File: config.mk
export PLATFORM = sky130hd
export DESIGN_NAME = isr_routing
export DESIGN_NICKNAME = d
export VERILOG_FILES = /design/src/pkg/isr_pkg.sv /design/src/design/isr_routing.sv /design/src/design/isr_sense_unit.sv
export VERILOG_INCLUDE_DIRS = /design/src /design/src/pkg
export SDC_FILE = /design/constraint.sdc
export NUM_CORES = 1
export LEC_CHECK = 0
export BUFFER_PORTS_ARGS = -buffer_cell sky130_fd_sc_hd__buf_4
export CORE_UTILIZATION = 45
export DETAILED_ROUTE_END_ITERATION = 8
export PLACE_DENSITY_LB_ADDON = 0.12
export SLEW_MARGIN = 40
export SYNTH_ARGS = -nofsm -noshare
export SYNTH_HDL_FRONTEND = slang
export SYNTH_HIERARCHICAL = 1
export SYNTH_SLANG_ARGS = --single-unit
File: constraint.sdc
create_clock -name clk -period 28 [get_ports clk]
set_clock_uncertainty 0.05 [all_clocks]
set_input_delay 1.4 -clock clk [delete_from_list [all_inputs] [get_ports clk]]
set_output_delay 1.4 -clock clk [all_outputs]
set_load 0.01 [all_outputs]
File: src/pkg/isr_defines.svh
`ifndef ISR_DEFINES_SVH
`define ISR_DEFINES_SVH
// Source counts and source numbering.
`define ISR_NSRC 16
`define ISR_NPIN 11
`define ISR_NWAKE 12
`define ISR_NKEY 14
`define ISR_NPER 2
`define ISR_SRC_SW 0
`define ISR_SRC_PIN0 1
`define ISR_SRC_KEY 12
`define ISR_SRC_DMA 13
`define ISR_SRC_PER0 14
`define ISR_WAKE_KEY 11
// Limits for index checks.
`define ISR_WAKE_LIM 4'hC
`define ISR_KEY_LIM 4'hE
`define ISR_CODE_LIM 6'h10
// Register byte offsets and regions.
`define ISR_OFF_CORE 12'h000
`define ISR_OFF_CLR 12'h008
`define ISR_OFF_WCLR 12'h00C
`define ISR_OFF_STAT 12'h010
`define ISR_OFF_MASK 12'h014
`define ISR_OFF_PICK 12'h018
`define ISR_OFF_DMA 12'h01C
`define ISR_RGN_FIX 6'h00
`define ISR_RGN_MODE 6'h01
`define ISR_RGN_WAKE 6'h02
`define ISR_RGN_KEY 6'h03
`define ISR_ADDR_RGN 11:6
`define ISR_ADDR_IDX 5:2
// Field positions.
`define ISR_CORE_MASK 15:13
`define ISR_CORE_EN 0
`define ISR_PRIO 2:0
`define ISR_POL 5:4
`define ISR_WSENSE 1:0
`define ISR_WEN 4
`define ISR_KEN 0
`define ISR_KSENSE 2:1
`define ISR_CLR_CODE 5:0
`define ISR_WCLR_CODE 3:0
`define ISR_CODE_IDX 3:0
`define ISR_DMA_SEL 3:0
`define ISR_DMA_EN 8
`define ISR_PICK_VEC 9:0
`define ISR_PICK_LVL 14:12
`define ISR_PICK_FOUND 16
`define ISR_STAT_BITS 15:0
// Reset values and fixed levels.
`define ISR_RST_POL 2'h1
`define ISR_RST_SENSE 2'h1
`define ISR_PRIO_OFF 3'h0
`endif

File: src/pkg/isr_pkg.sv
package isr_pkg;
    // Sensing modes in field encoding order: 00 low, 01 high, 10 fall, 11 rise.
    typedef enum logic [1:0] {ISR_LOW, ISR_HIGH, ISR_FALL, ISR_RISE} isr_sense_type;
    // Result of the priority search.
    typedef struct packed {
        logic found;
        logic [3:0] idx;
        logic [2:0] lvl;
    } isr_pick_type;
endpackage

File: src/design/isr_routing.sv
// Decided for this implementation: register access over Avalon-MM and the register offsets.
`timescale 1ns/1ns
`include "isr_defines.svh"
module isr_routing
    import isr_pkg::*;
(
    // Clock, reset and clock enable.
    input wire logic clk,
    input wire logic rst_n,
    input wire logic ce,
    // Avalon-MM register slave.
    input wire logic [11:0] avs_address,
    input wire logic avs_read,
    input wire logic avs_write,
    input wire logic [31:0] avs_writedata,
    input wire logic [3:0] avs_byteenable,
    output logic [31:0] avs_readdata,
    output logic avs_waitrequest,
    // Interrupt sources.
    input wire logic [`ISR_NPIN-1:0] external_irq_pins,
    input wire logic [`ISR_NKEY-1:0] key_wake_inputs,
    input wire logic dma_done_irq,
    input wire logic [`ISR_NPER-1:0] periph_irq,
    // Request to the core.
    output logic cpu_irq_req,
    output logic [2:0] cpu_irq_level,
    output logic [9:0] cpu_irq_vector,
    // DMA trigger, stop wake-up and block interrupt.
    output logic dma_trigger,
    output logic stop_wakeup,
    output logic irq
);
    // Bus handshake and read data.
    logic wait_ff;
    logic [31:0] rdata_ff;
    // Controller source mode: priority and polarity.
    logic [`ISR_NSRC-1:0][2:0] prio_ff;
    logic [`ISR_NSRC-1:0][1:0] pol_ff;
    // Clock generator wake control; the last entry serves the key group.
    logic [`ISR_NWAKE-1:0][1:0] wsense_ff;
    logic [`ISR_NWAKE-1:0] wen_ff;
    logic [`ISR_NWAKE-1:0] wake_req_ff;
    // Key block status: per-key sense and enable.
    logic [`ISR_NKEY-1:0][1:0] ksense_ff;
    logic [`ISR_NKEY-1:0] ken_ff;
    // Pending requests and their interrupt mask.
    logic [`ISR_NSRC-1:0] pending_ff;
    logic [`ISR_NSRC-1:0] irq_mask_ff;
    // Core status word copy.
    logic [2:0] core_mask_ff;
    logic core_en_ff;
    // DMA trigger source selection.
    logic [3:0] dma_sel_ff;
    logic dma_en_ff;
    // Registered outputs.
    logic cpu_req_ff;
    logic [2:0] cpu_lvl_ff;
    logic [9:0] cpu_vec_ff;
    logic dma_trig_ff;
    logic wake_out_ff;
    logic irq_ff;
    // Combinational helpers.
    logic wr_go;
    logic [5:0] rgn;
    logic [3:0] idx;
    logic [31:0] rd_word;
    logic [31:0] wval;
    logic [31:0] wbits;
    logic [`ISR_NPIN-1:0] pin_hit;
    logic [`ISR_NKEY-1:0] key_hit;
    logic dma_hit;
    logic [`ISR_NPER-1:0] per_hit;
    logic key_any;
    logic [`ISR_NSRC-1:0] src_hit;
    logic [`ISR_NSRC-1:0] clr_vec;
    logic [`ISR_NWAKE-1:0] wclr_vec;
    isr_pick_type pick;

    // Merges write data into a word under the byte enables.
    function automatic logic [31:0] be_merge(input logic [31:0] old,
                                             input logic [31:0] din,
                                             input logic [3:0] be);
        logic [31:0] r;
        r = old;
        for (int b = 0; b < 4; b++) begin
            if (be[b]) begin
                r[b*8 +: 8] = din[b*8 +: 8];
            end
        end
        return r;
    endfunction

    // Finds the highest non-zero level; the lower source number wins a tie.
    function automatic isr_pick_type pick_best(input logic [`ISR_NSRC-1:0] pend,
                                               input logic [`ISR_NSRC-1:0][2:0] lv);
        isr_pick_type r;
        r = '0;
        for (int i = `ISR_NSRC - 1; i >= 0; i--) begin
            if (pend[i] && (lv[i] != `ISR_PRIO_OFF) && (lv[i] >= r.lvl)) begin
                r.found = 1'b1;
                r.idx = 4'(i);
                r.lvl = lv[i];
            end
        end
        return r;
    endfunction

    // Vector of a source: its number in bits 7:4.
    function automatic logic [9:0] vec_of(input logic [3:0] n);
        return {2'h0, n, 4'h0};
    endfunction

    assign avs_readdata = rdata_ff;
    assign avs_waitrequest = wait_ff;
    assign cpu_irq_req = cpu_req_ff;
    assign cpu_irq_level = cpu_lvl_ff;
    assign cpu_irq_vector = cpu_vec_ff;
    assign dma_trigger = dma_trig_ff;
    assign stop_wakeup = wake_out_ff;
    assign irq = irq_ff;

    // Address decode and write values.
    assign rgn = avs_address[`ISR_ADDR_RGN];
    assign idx = avs_address[`ISR_ADDR_IDX];
    assign wr_go = avs_write && !wait_ff;
    assign wval = be_merge(rd_word, avs_writedata, avs_byteenable);
    assign wbits = be_merge(32'h0000_0000, avs_writedata, avs_byteenable);
    assign pick = pick_best(pending_ff, prio_ff);

    // Pins: wake-routed pins use the wake sense, others the controller polarity.
    genvar p;
    generate
        for (p = 0; p < `ISR_NPIN; p++) begin : g_pin
            isr_sense_unit #(.SYNC_EN(1'b1)) u_pin (
                .clk(clk),
                .rst_n(rst_n),
                .ce(ce),
                .raw(external_irq_pins[p]),
                .mode(isr_sense_type'(wen_ff[p] ? wsense_ff[p] : pol_ff[`ISR_SRC_PIN0 + p])),
                .hit(pin_hit[p])
            );
        end
        // Keys always take sense from their own status entry.
        for (p = 0; p < `ISR_NKEY; p++) begin : g_key
            isr_sense_unit #(.SYNC_EN(1'b1)) u_key (
                .clk(clk),
                .rst_n(rst_n),
                .ce(ce),
                .raw(key_wake_inputs[p]),
                .mode(isr_sense_type'(ksense_ff[p])),
                .hit(key_hit[p])
            );
        end
        // On-chip peripherals share this clock and detect a rising edge.
        for (p = 0; p < `ISR_NPER; p++) begin : g_per
            isr_sense_unit #(.SYNC_EN(1'b0)) u_per (
                .clk(clk),
                .rst_n(rst_n),
                .ce(ce),
                .raw(periph_irq[p]),
                .mode(ISR_RISE),
                .hit(per_hit[p])
            );
        end
    endgenerate

    // DMA completion is detected on its falling edge.
    isr_sense_unit #(.SYNC_EN(1'b0)) u_dma (
        .clk(clk),
        .rst_n(rst_n),
        .ce(ce),
        .raw(dma_done_irq),
        .mode(ISR_FALL),
        .hit(dma_hit)
    );

    // Source events; a wake-routed source is seen as the wake latch level.
    always_comb begin
        key_any = |(key_hit & ken_ff);
        src_hit = '0;
        src_hit[`ISR_SRC_SW] = 1'b1;
        for (int i = 0; i < `ISR_NPIN; i++) begin
            src_hit[`ISR_SRC_PIN0 + i] = wen_ff[i] ? wake_req_ff[i] : pin_hit[i];
        end
        src_hit[`ISR_SRC_KEY] = wen_ff[`ISR_WAKE_KEY] ? wake_req_ff[`ISR_WAKE_KEY] : key_any;
        src_hit[`ISR_SRC_DMA] = dma_hit;
        src_hit[`ISR_SRC_PER0 +: `ISR_NPER] = per_hit;
    end

    // Clear vectors from the code registers and the status register.
    always_comb begin
        clr_vec = '0;
        wclr_vec = '0;
        if (wr_go && (avs_address == `ISR_OFF_CLR) && (wbits[`ISR_CLR_CODE] < `ISR_CODE_LIM)) begin
            clr_vec[wbits[`ISR_CODE_IDX]] = 1'b1;
        end
        if (wr_go && (avs_address == `ISR_OFF_STAT)) begin
            clr_vec = clr_vec | wbits[`ISR_STAT_BITS];
        end
        if (wr_go && (avs_address == `ISR_OFF_WCLR) && (wbits[`ISR_WCLR_CODE] < `ISR_WAKE_LIM)) begin
            wclr_vec[wbits[`ISR_WCLR_CODE]] = 1'b1;
        end
    end

    // Read multiplexer; unmapped addresses read as zero.
    always_comb begin
        rd_word = '0;
        if (rgn == `ISR_RGN_MODE) begin
            rd_word[`ISR_PRIO] = prio_ff[idx];
            rd_word[`ISR_POL] = pol_ff[idx];
        end else if ((rgn == `ISR_RGN_WAKE) && (idx < `ISR_WAKE_LIM)) begin
            rd_word[`ISR_WSENSE] = wsense_ff[idx];
            rd_word[`ISR_WEN] = wen_ff[idx];
        end else if ((rgn == `ISR_RGN_KEY) && (idx < `ISR_KEY_LIM)) begin
            rd_word[`ISR_KSENSE] = ksense_ff[idx];
            rd_word[`ISR_KEN] = ken_ff[idx];
        end else if (rgn == `ISR_RGN_FIX) begin
            unique case (avs_address)
                `ISR_OFF_CORE: begin
                    rd_word[`ISR_CORE_MASK] = core_mask_ff;
                    rd_word[`ISR_CORE_EN] = core_en_ff;
                end
                `ISR_OFF_STAT: rd_word[`ISR_STAT_BITS] = pending_ff;
                `ISR_OFF_MASK: rd_word[`ISR_STAT_BITS] = irq_mask_ff;
                `ISR_OFF_PICK: begin
                    rd_word[`ISR_PICK_VEC] = vec_of(pick.idx);
                    rd_word[`ISR_PICK_LVL] = pick.lvl;
                    rd_word[`ISR_PICK_FOUND] = pick.found;
                end
                `ISR_OFF_DMA: begin
                    rd_word[`ISR_DMA_SEL] = dma_sel_ff;
                    rd_word[`ISR_DMA_EN] = dma_en_ff;
                end
                default: rd_word = '0;
            endcase
        end
    end

    // Waitrequest drops for one cycle per request; read data is captured then.
    always_ff @(posedge clk or negedge rst_n) begin
        if (!rst_n) begin
            wait_ff <= 1'b1;
            rdata_ff <= 32'h0000_0000;
        end else if (ce) begin
            wait_ff <= !((avs_read || avs_write) && wait_ff);
            if (avs_read && wait_ff) begin
                rdata_ff <= rd_word;
            end
        end
    end

    // Source mode registers: priority and controller polarity.
    always_ff @(posedge clk or negedge rst_n) begin
        if (!rst_n) begin
            prio_ff <= '0;
            pol_ff <= {`ISR_NSRC{`ISR_RST_POL}};
        end else if (ce && wr_go && (rgn == `ISR_RGN_MODE)) begin
            prio_ff[idx] <= wval[`ISR_PRIO];
            pol_ff[idx] <= wval[`ISR_POL];
        end
    end

    // Wake control registers in the clock generator part.
    always_ff @(posedge clk or negedge rst_n) begin
        if (!rst_n) begin
            wsense_ff <= {`ISR_NWAKE{`ISR_RST_SENSE}};
            wen_ff <= '0;
        end else if (ce && wr_go && (rgn == `ISR_RGN_WAKE) && (idx < `ISR_WAKE_LIM)) begin
            wsense_ff[idx] <= wval[`ISR_WSENSE];
            wen_ff[idx] <= wval[`ISR_WEN];
        end
    end

    // Key status registers.
    always_ff @(posedge clk or negedge rst_n) begin
        if (!rst_n) begin
            ksense_ff <= {`ISR_NKEY{`ISR_RST_SENSE}};
            ken_ff <= '0;
        end else if (ce && wr_go && (rgn == `ISR_RGN_KEY) && (idx < `ISR_KEY_LIM)) begin
            ksense_ff[idx] <= wval[`ISR_KSENSE];
            ken_ff[idx] <= wval[`ISR_KEN];
        end
    end

    // Core status word, interrupt mask and DMA selection.
    always_ff @(posedge clk or negedge rst_n) begin
        if (!rst_n) begin
            core_mask_ff <= 3'h0;
            core_en_ff <= 1'b0;
            irq_mask_ff <= '0;
            dma_sel_ff <= 4'h0;
            dma_en_ff <= 1'b0;
        end else if (ce && wr_go) begin
            if (avs_address == `ISR_OFF_CORE) begin
                core_mask_ff <= wval[`ISR_CORE_MASK];
                core_en_ff <= wval[`ISR_CORE_EN];
            end
            if (avs_address == `ISR_OFF_MASK) begin
                irq_mask_ff <= wval[`ISR_STAT_BITS];
            end
            if (avs_address == `ISR_OFF_DMA) begin
                dma_sel_ff <= wval[`ISR_DMA_SEL];
                dma_en_ff <= wval[`ISR_DMA_EN];
            end
        end
    end

    // Pending and wake latches; a new event wins over a clear in the same cycle.
    always_ff @(posedge clk or negedge rst_n) begin
        if (!rst_n) begin
            pending_ff <= '0;
            wake_req_ff <= '0;
        end else if (ce) begin
            pending_ff <= (pending_ff & ~clr_vec) | src_hit;
            wake_req_ff <= (wake_req_ff & ~wclr_vec) | (wen_ff & {key_any, pin_hit});
        end
    end

    // Forward the top request when enabled and above the core mask level.
    always_ff @(posedge clk or negedge rst_n) begin
        if (!rst_n) begin
            cpu_req_ff <= 1'b0;
            cpu_lvl_ff <= 3'h0;
            cpu_vec_ff <= 10'h000;
        end else if (ce) begin
            cpu_req_ff <= pick.found && core_en_ff && (pick.lvl > core_mask_ff);
            cpu_lvl_ff <= pick.found ? pick.lvl : `ISR_PRIO_OFF;
            cpu_vec_ff <= pick.found ? vec_of(pick.idx) : 10'h000;
        end
    end

    // DMA trigger pulse, wake-up level and block interrupt.
    always_ff @(posedge clk or negedge rst_n) begin
        if (!rst_n) begin
            dma_trig_ff <= 1'b0;
            wake_out_ff <= 1'b0;
            irq_ff <= 1'b0;
        end else if (ce) begin
            dma_trig_ff <= dma_en_ff && src_hit[dma_sel_ff] && !pending_ff[dma_sel_ff];
            wake_out_ff <= |wake_req_ff;
            irq_ff <= |(pending_ff & irq_mask_ff);
        end
    end

    // Checking helpers: independent top level and delayed pending.
    logic [2:0] max_lvl;
    logic [`ISR_NSRC-1:0] pend_d_ff;
    always_comb begin
        max_lvl = `ISR_PRIO_OFF;
        for (int i = 0; i < `ISR_NSRC; i++) begin
            if (pending_ff[i] && (prio_ff[i] > max_lvl)) begin
                max_lvl = prio_ff[i];
            end
        end
    end
    always_ff @(posedge clk or negedge rst_n) begin
        if (!rst_n) begin
            pend_d_ff <= '0;
        end else if (ce) begin
            pend_d_ff <= pending_ff;
        end
    end
endmodule

File: src/design/isr_sense_unit.sv
`timescale 1ns/1ns
module isr_sense_unit
    import isr_pkg::*;
#(
    parameter bit SYNC_EN = 1'b1
)
(
    // Clock, reset and enable.
    input wire logic clk,
    input wire logic rst_n,
    input wire logic ce,
    // Raw input and its sensing mode.
    input wire logic raw,
    input wire isr_sense_type mode,
    // Detection, high while the chosen condition holds.
    output logic hit
);
    // Accepted level and the level one cycle before.
    logic stab_ff;
    logic prev_ff;
    logic nxt_stab;

    generate
        if (SYNC_EN) begin : g_sync
            // Three stages; the first one feeds only the second.
            logic s1_ff;
            logic s2_ff;
            logic s3_ff;
            always_ff @(posedge clk or negedge rst_n) begin
                if (!rst_n) begin
                    s1_ff <= 1'b0;
                    s2_ff <= 1'b0;
                    s3_ff <= 1'b0;
                end else if (ce) begin
                    s1_ff <= raw;
                    s2_ff <= s1_ff;
                    s3_ff <= s2_ff;
                end
            end
            // A change is accepted once stages two and three agree.
            assign nxt_stab = (s2_ff == s3_ff) ? s3_ff : stab_ff;
        end else begin : g_direct
            // Same-clock sources need no synchroniser.
            assign nxt_stab = raw;
        end
    endgenerate

    // Accepted level and its history for edge detection.
    always_ff @(posedge clk or negedge rst_n) begin
        if (!rst_n) begin
            stab_ff <= 1'b0;
            prev_ff <= 1'b0;
        end else if (ce) begin
            stab_ff <= nxt_stab;
            prev_ff <= stab_ff;
        end
    end

    // Polarity and edge or level detection per source.
    always_comb begin
        unique case (mode)
            ISR_LOW: hit = !stab_ff;
            ISR_HIGH: hit = stab_ff;
            ISR_FALL: hit = prev_ff && !stab_ff;
            ISR_RISE: hit = !prev_ff && stab_ff;
        endcase
    end
endmodule

==> results of run 1 <==
[synthesized netlist by cell type, types with 7 or more instances]
master | count | area (um^2)
dfrtp_1 | 328 | 8210
mux2_2 | 277 | 3120
nand2_1 | 158 | 593
nor2_1 | 141 | 529
o21ai_0 | 80 | 400
a22o_1 | 72 | 631
nand2b_1 | 71 | 444
clkbuf_1 | 64 | 240
nand3_1 | 50 | 250
mux4_2 | 46 | 1040
dfstp_2 | 43 | 1130
mux2i_1 | 43 | 430
a21oi_1 | 41 | 205
inv_1 | 38 | 143
a21o_1 | 34 | 255
a21boi_0 | 27 | 203
a22oi_1 | 27 | 203
ha_1 | 24 | 300
o31ai_1 | 23 | 173
buf_4 | 22 | 165
nor3_1 | 17 | 85.1
and2_1 | 16 | 100
nor2b_1 | 14 | 87.6
o21a_1 | 14 | 105
buf_1 | 12 | 45.0
o211ai_1 | 12 | 90.1
a221oi_1 | 8 | 70.1
a32o_1 | 8 | 80.1
and3_1 | 8 | 50.1
nor4_1 | 8 | 50.1
a31oi_1 | 7 | 43.8
a32oi_1 | 7 | 61.3
o21ai_1 | 7 | 35.0
[worst min path at each step]
stage / from / end / slack (ns) / cells after the start
floorplan: irq_mask_ff[13] / irq_mask_ff[13] / 0.41 / 2
global placement: avs_readdata[2] / avs_readdata[2] / 0.42 / 2
detailed placement: avs_readdata[2] / avs_readdata[2] / 0.42 / 2
CTS: avs_readdata[2] / avs_readdata[2] / 0.44 / 2
global route: avs_readdata[11] / avs_readdata[11] / 0.44 / 2
finish: avs_readdata[10] / avs_readdata[10] / 0.43 / 2
[metrics by stage]
stage           util  setup WS (ns)  total power (uW)  area (um^2)  cells
2_1_floorplan      -           7.99               735        20700   1895
3_3_place_gp   0.488           4.57               792        21800   2491
3_5_place_dp   0.489           4.39               800        21800   2491
4_1_cts        0.519           4.24              1340        23100   2564
5_1_grt        0.520           2.15              1390        23200   2565
6_report       0.520           4.39              1330        23200   2565
[sequential cells by signal, indices dropped and copies added, names as in the netlist, 12 cells and up]
name / flops
avs_readdata: 17
g_key.u_key/g_sync.s1_ff: 14
g_key.u_key/g_sync.s2_ff: 14
g_key.u_key/g_sync.s3_ff: 14
g_key.u_key/prev_ff: 14
g_key.u_key/stab_ff: 14
irq_mask_ff: 16
ken_ff: 14
ksense_ff: 28
pending_ff: 16
pol_ff: 32
prio_ff: 48
wake_req_ff: 12
wen_ff: 12
wsense_ff: 24
[power by group through the flow]
| stage | clock [uW] | combinational [uW] | sequential [uW] |
|---|---|---|---|
| 2_1_floorplan | 0 | 112 | 623 |
| 3_3_place_gp | 0 | 160 | 632 |
| 3_5_place_dp | 0 | 164 | 636 |
| 4_1_cts | 552 | 165 | 627 |
| 5_1_grt | 575 | 180 | 635 |
| 6_report | 540 | 165 | 627 |
[kinds of logic after synthesis]
logic type,synth area share
fa+ha+maj,0.0165
buf+inv,0.0302
other cells,0.000365
compound gates,0.160
mux,0.223
simple gates,0.116
flops,0.454
[layout make-up]
class                   count  area (um^2)
inverters                  40          150
multi-input cells        1383        10800
clock inverters            13          141
flip-flops and latches    371         9340
fillers                  4011        21400
repair buffers            106          847
well taps                 592          741
clock buffers              60         1200
[per-layer routing]
layer | track usage | part of all wire | vias to the layer above | wire (um)
met3 | 0.0358 | 0.056 | 93 | 3170
met2 | 0.395 | 0.47 | 434 | 26500
met4 | 0.0771 | 0.029 | 0 | 1660
met1 | 0.342 | 0.44 | 7791 | 25100
met5 | 0 | 0 | - | 0
li1 | - | - | 7043 | -
[critical path: cells and delay by family (launching register included)]
kind            cells  cell delay (ns)
buf+inv             4             0.27
fa+ha+maj          16             4.43
compound gates     49             9.84
flops               1             0.59
mux                 6             1.70
simple gates       44             6.64
==> metrics.txt, run 1 <==
CP endpoint pol_ff[25]; Pint 986 uW; Sw Pwr 345 uW; Reg power frac 0.471; Worst VDD drop around 0.048 mV; ys async rst share 1.00; WP data arrival 24.05 ns; Starting Density 0.461; Critical Path Start Type flip-flop; nets 2049; Critical Path Max Stage Delay 0.61 ns; PD cells 57.4 nW/um^2; 1st-pass router iterations 8; clk buf depth 3; post-synthesis sequential area ratio 0.454; root buffer cell clkbuf_16; RR Endpoint pol_ff[25]; Port-buffer cells 91; Sw Share 0.259; via/cell ratio 5.99; CTS Sinks 371; ys flop type dfrtp_1; Cell variety after synth 85; Die Wd 216 um; CP required about 28 ns; clk_lat worst skew 0.57 ns; DR vias 15400; CP endpoint kind flip-flop; Slew headroom 0.375; number of synthesized flops with an enable pin 0; die area approximately 47000 um^2; layout cells sized above 1 0.287; CTS tree done; fin. max-slew vios 0; period utilisation layout 0.843; Detailed Route WL ~56000 um; die height 216 um; Rows 77; Worst Setup SP pending_ff[15]; Synth Instances approximately 1900; Area Growth Syn to Fin 12.7%; Placer Congestion approximately 0.94; first-pass GRT wire length 88800 um; setup TNS 0 ns; Synth Cell Area 20600 um^2; Hold Vio Cnt, Final 0; critical path class reg -> reg; total grt overflow 0; crit-path most repeated cell ha_1; P_leak ~0.0099 uW; Hold Path Class reg -> reg; GRT Total Usage 0.245; FMAX 42.4 MHz; R2R setup slack between 4 and 5 ns; run status completed; Clk pwr share 0.405; wire length per cell 22.0 um; Logic pwr share 0.124; core area 44600 um^2; worst reg2reg path depth 119; reg2reg start pending_ff[15]; detailed-placement wirelength estimate 40200 um; H-tree levels 2; unrepaired setup endpoints after global routing false; Tightest Pin Transition 0.930 ns; postcts setup bufs 0; commonest non-fill, non-tap cell in the layout dfrtp_1; WHS between 0.4 and 0.5 ns; initial antenna violation count 0; Max-Cap Viols 0; syn avg cell area roughly 11 um^2; Post-CTS Resized 0; final setup fails 0; Antenna Cells 0; CP max FO 17; Residual DRC 0; most frequent cells in the layout dfrtp_1 (328), mux2_2 (276), nand2_1 (157); largest net degree at the start of global routing 103; io pins 131; Ys Warns 6; cts hold-fix bufs 0; FF+latch count, synth 371; Routed Antenna Nets 0; final worst path period need 23.61 ns; cts bufs inserted 42; Critical-path top delay cell nor3_1; initial DRC count 1242; Clk pin slew, worst setup/hold paths 0.06 ns; vias in the first global route around 15000
Power figures use the tool's default switching activity.
==> run 2, diff against run 1 <==
Clock period 28 ns to 21.4 ns, I/O delays scaled along.
==> metrics.txt, run 2 (synthesized netlist as in run 1, its figures left out) <==
Hold Path Class in -> async; clk buf depth 3 (unchanged); nets 2131 (+4.0%); WHS 0.371 ns (-0.0584 ns); Starting Density 0.461 (unchanged); DR vias 15900 (+3.4%); Max-Cap Viols 0 (unchanged); commonest non-fill, non-tap cell in the layout dfrtp_1; Hold Vio Cnt, Final 0 (unchanged); core area 44600 um^2 (unchanged); run status completed; Biggest register prio_ff; met1 usage 0.338 (-0.00354); total grt overflow 0 (unchanged); largest net degree at the start of global routing 139 (+35%); first-pass GRT wire length 90400 um (+1.9%); RR Endpoint cpu_irq_req; routing usage on met3 0.0452 (+0.00944); via/cell ratio 5.98 (about the same); clk_lat worst skew 0.58 ns (about the same); final worst slack 0.694 ns (-3.70 ns); worst reg2reg path depth 123 (+3.4%); fin. max-slew vios 0 (unchanged); CP max FO 5 (-12); Critical Path Start Type flip-flop; initial antenna violation count 1 (+1); Die Wd 216 um (unchanged); GRT Total Usage 0.251 (+0.00610); Detailed Route WL 59100 um (+4.7%); WP data arrival 21.12 ns (-2.93 ns); crit-path most repeated cell ha_1; FMAX 48.3 MHz (+14%); Routed Antenna Nets 0 (unchanged); Tightest Pin Transition 0.932 ns (+0.00261 ns); busiest grt layer met2; max FFs per register 48 (unchanged); R2R setup slack 0.69 ns (-3.70 ns); period utilisation layout 0.968 (+0.124); vias in the first global route 15500 (+3.0%); Critical Path Max Stage Delay 0.43 ns (-0.18 ns); CP required 21.81 ns (-6.64 ns); CTS Sinks 371 (unchanged); Port-buffer cells 91 (unchanged); detailed-placement wirelength estimate 41600 um (+3.4%); Setup Slack @ Placement -0.0226 ns (-4.41 ns); 1st-pass router iterations 6 (-2); final worst path period need 20.71 ns (-2.90 ns); die area 46600 um^2 (unchanged); PD cells 73.2 nW/um^2 (+27%); Critical-path top delay cell or3_4; met2 Resource Use GR 0.403 (+0.00815); H-tree levels 2 (unchanged); Slew headroom 0.370 (-0.00510); cts bufs inserted 43 (+2.4%); Residual DRC 0 (unchanged); Area Growth Syn to Fin 18.3%; root buffer cell clkbuf_16; most frequent cells in the layout dfrtp_1 (328), mux2_2 (274), buf_4 (175); Worst VDD drop 0.0624 mV (+29%); biggest regs prio_ff (48), pol_ff (32), ksense_ff (28); layout cells sized above 1 0.344 (+0.0573); Placer Congestion 0.958 (+1.8%); critical path class reg -> reg; initial DRC count 1476 (+19%); Clk pin slew, worst setup/hold paths 0.06 ns (about the same); Rows 77 (unchanged); io pins 131 (unchanged); # fillers 3889 (-3.0%); reg2reg start pending_ff[15]; CTS tree done; CP endpoint kind flip-flop; P_leak 0.0105 uW (+5.5%); final setup fails 0 (unchanged); wire length per cell 22.3 um (+1.2%); die height 216 um (unchanged)
==> run 2: critical path, delay by kind of cell (launching register included) <==
kind,cells,cell delay (ns)
multiplexers,5,1.24
AND/OR/NAND/NOR,46,5.83
adder cells (fa/ha/maj),17,4.71
AO/OA/AOI/OAI,48,7.61
buffers and inverters,7,0.70
flip-flops,1,0.42
==> run 2: report_power, final <==
group	total [uW]	switching, uW	internal [uW]
clock	738	295	443
sequential	821	55.0	766
combinational	222	108	114
total	1780	458	1320
==> run 2: area by class of cell <==
| type | instances | area, um^2 | area share |
|---|---|---|---|
| timing repair buffer | 187 | 1510 | 0.0619 |
| inverter | 40 | 150 | 0.00617 |
| tap | 592 | 741 | 0.0304 |
| antenna | 1 | 2.50 | 0.000103 |
| clock inverter | 12 | 181 | 0.00746 |
| sequential | 371 | 9340 | 0.384 |
| multi-input combinational | 1383 | 11200 | 0.460 |
| clock buffer | 67 | 1230 | 0.0504 |
==> run 2: repair_timing <==
action	in CTS	in global routing
setup endpoints to repair	27	53
pin swaps	0	54
buffers inserted	0	19
gates resized for setup	3	81
hold buffers	0	0
==> run 2: per-stage QoR <==
stage          utilization  std cells  instance area [um^2]  total power [uW]  setup TNS, ns
2_1_floorplan            -       1895                 20700               961              0
3_3_place_gp         0.499       2552                 22200              1040              0
3_5_place_dp         0.500       2553                 22300              1050        -0.0226
4_1_cts              0.532       2632                 23700              1800              0
5_1_grt              0.546       2653                 24300              1850         -16.15
6_report             0.546       2653                 24300              1780              0
==> run 2: worst max-delay path by stage <==
stage	start	endpoint	slack (ns)	cells past startpoint
global route	pending_ff[15]	cpu_irq_req	-0.48	122
detailed placement	prio_ff[45]	cpu_irq_req	-0.02	123
CTS	prio_ff[45]	cpu_irq_req	0.04	123
finish	pending_ff[15]	cpu_irq_req	0.69	123
floorplan	pending_ff[15]	pol_ff[11]	1.39	121
global placement	prio_ff[45]	pol_ff[23]	0.24	121
==> run 2: per-layer routing <==
| layer | vias up | routed length, um |
|---|---|---|
| li1 | 7214 | - |
| met1 | 8039 | 25100 |
| met2 | 493 | 28100 |
| met3 | 130 | 3670 |
| met4 | 0 | 2170 |
| met5 | - | 0 |
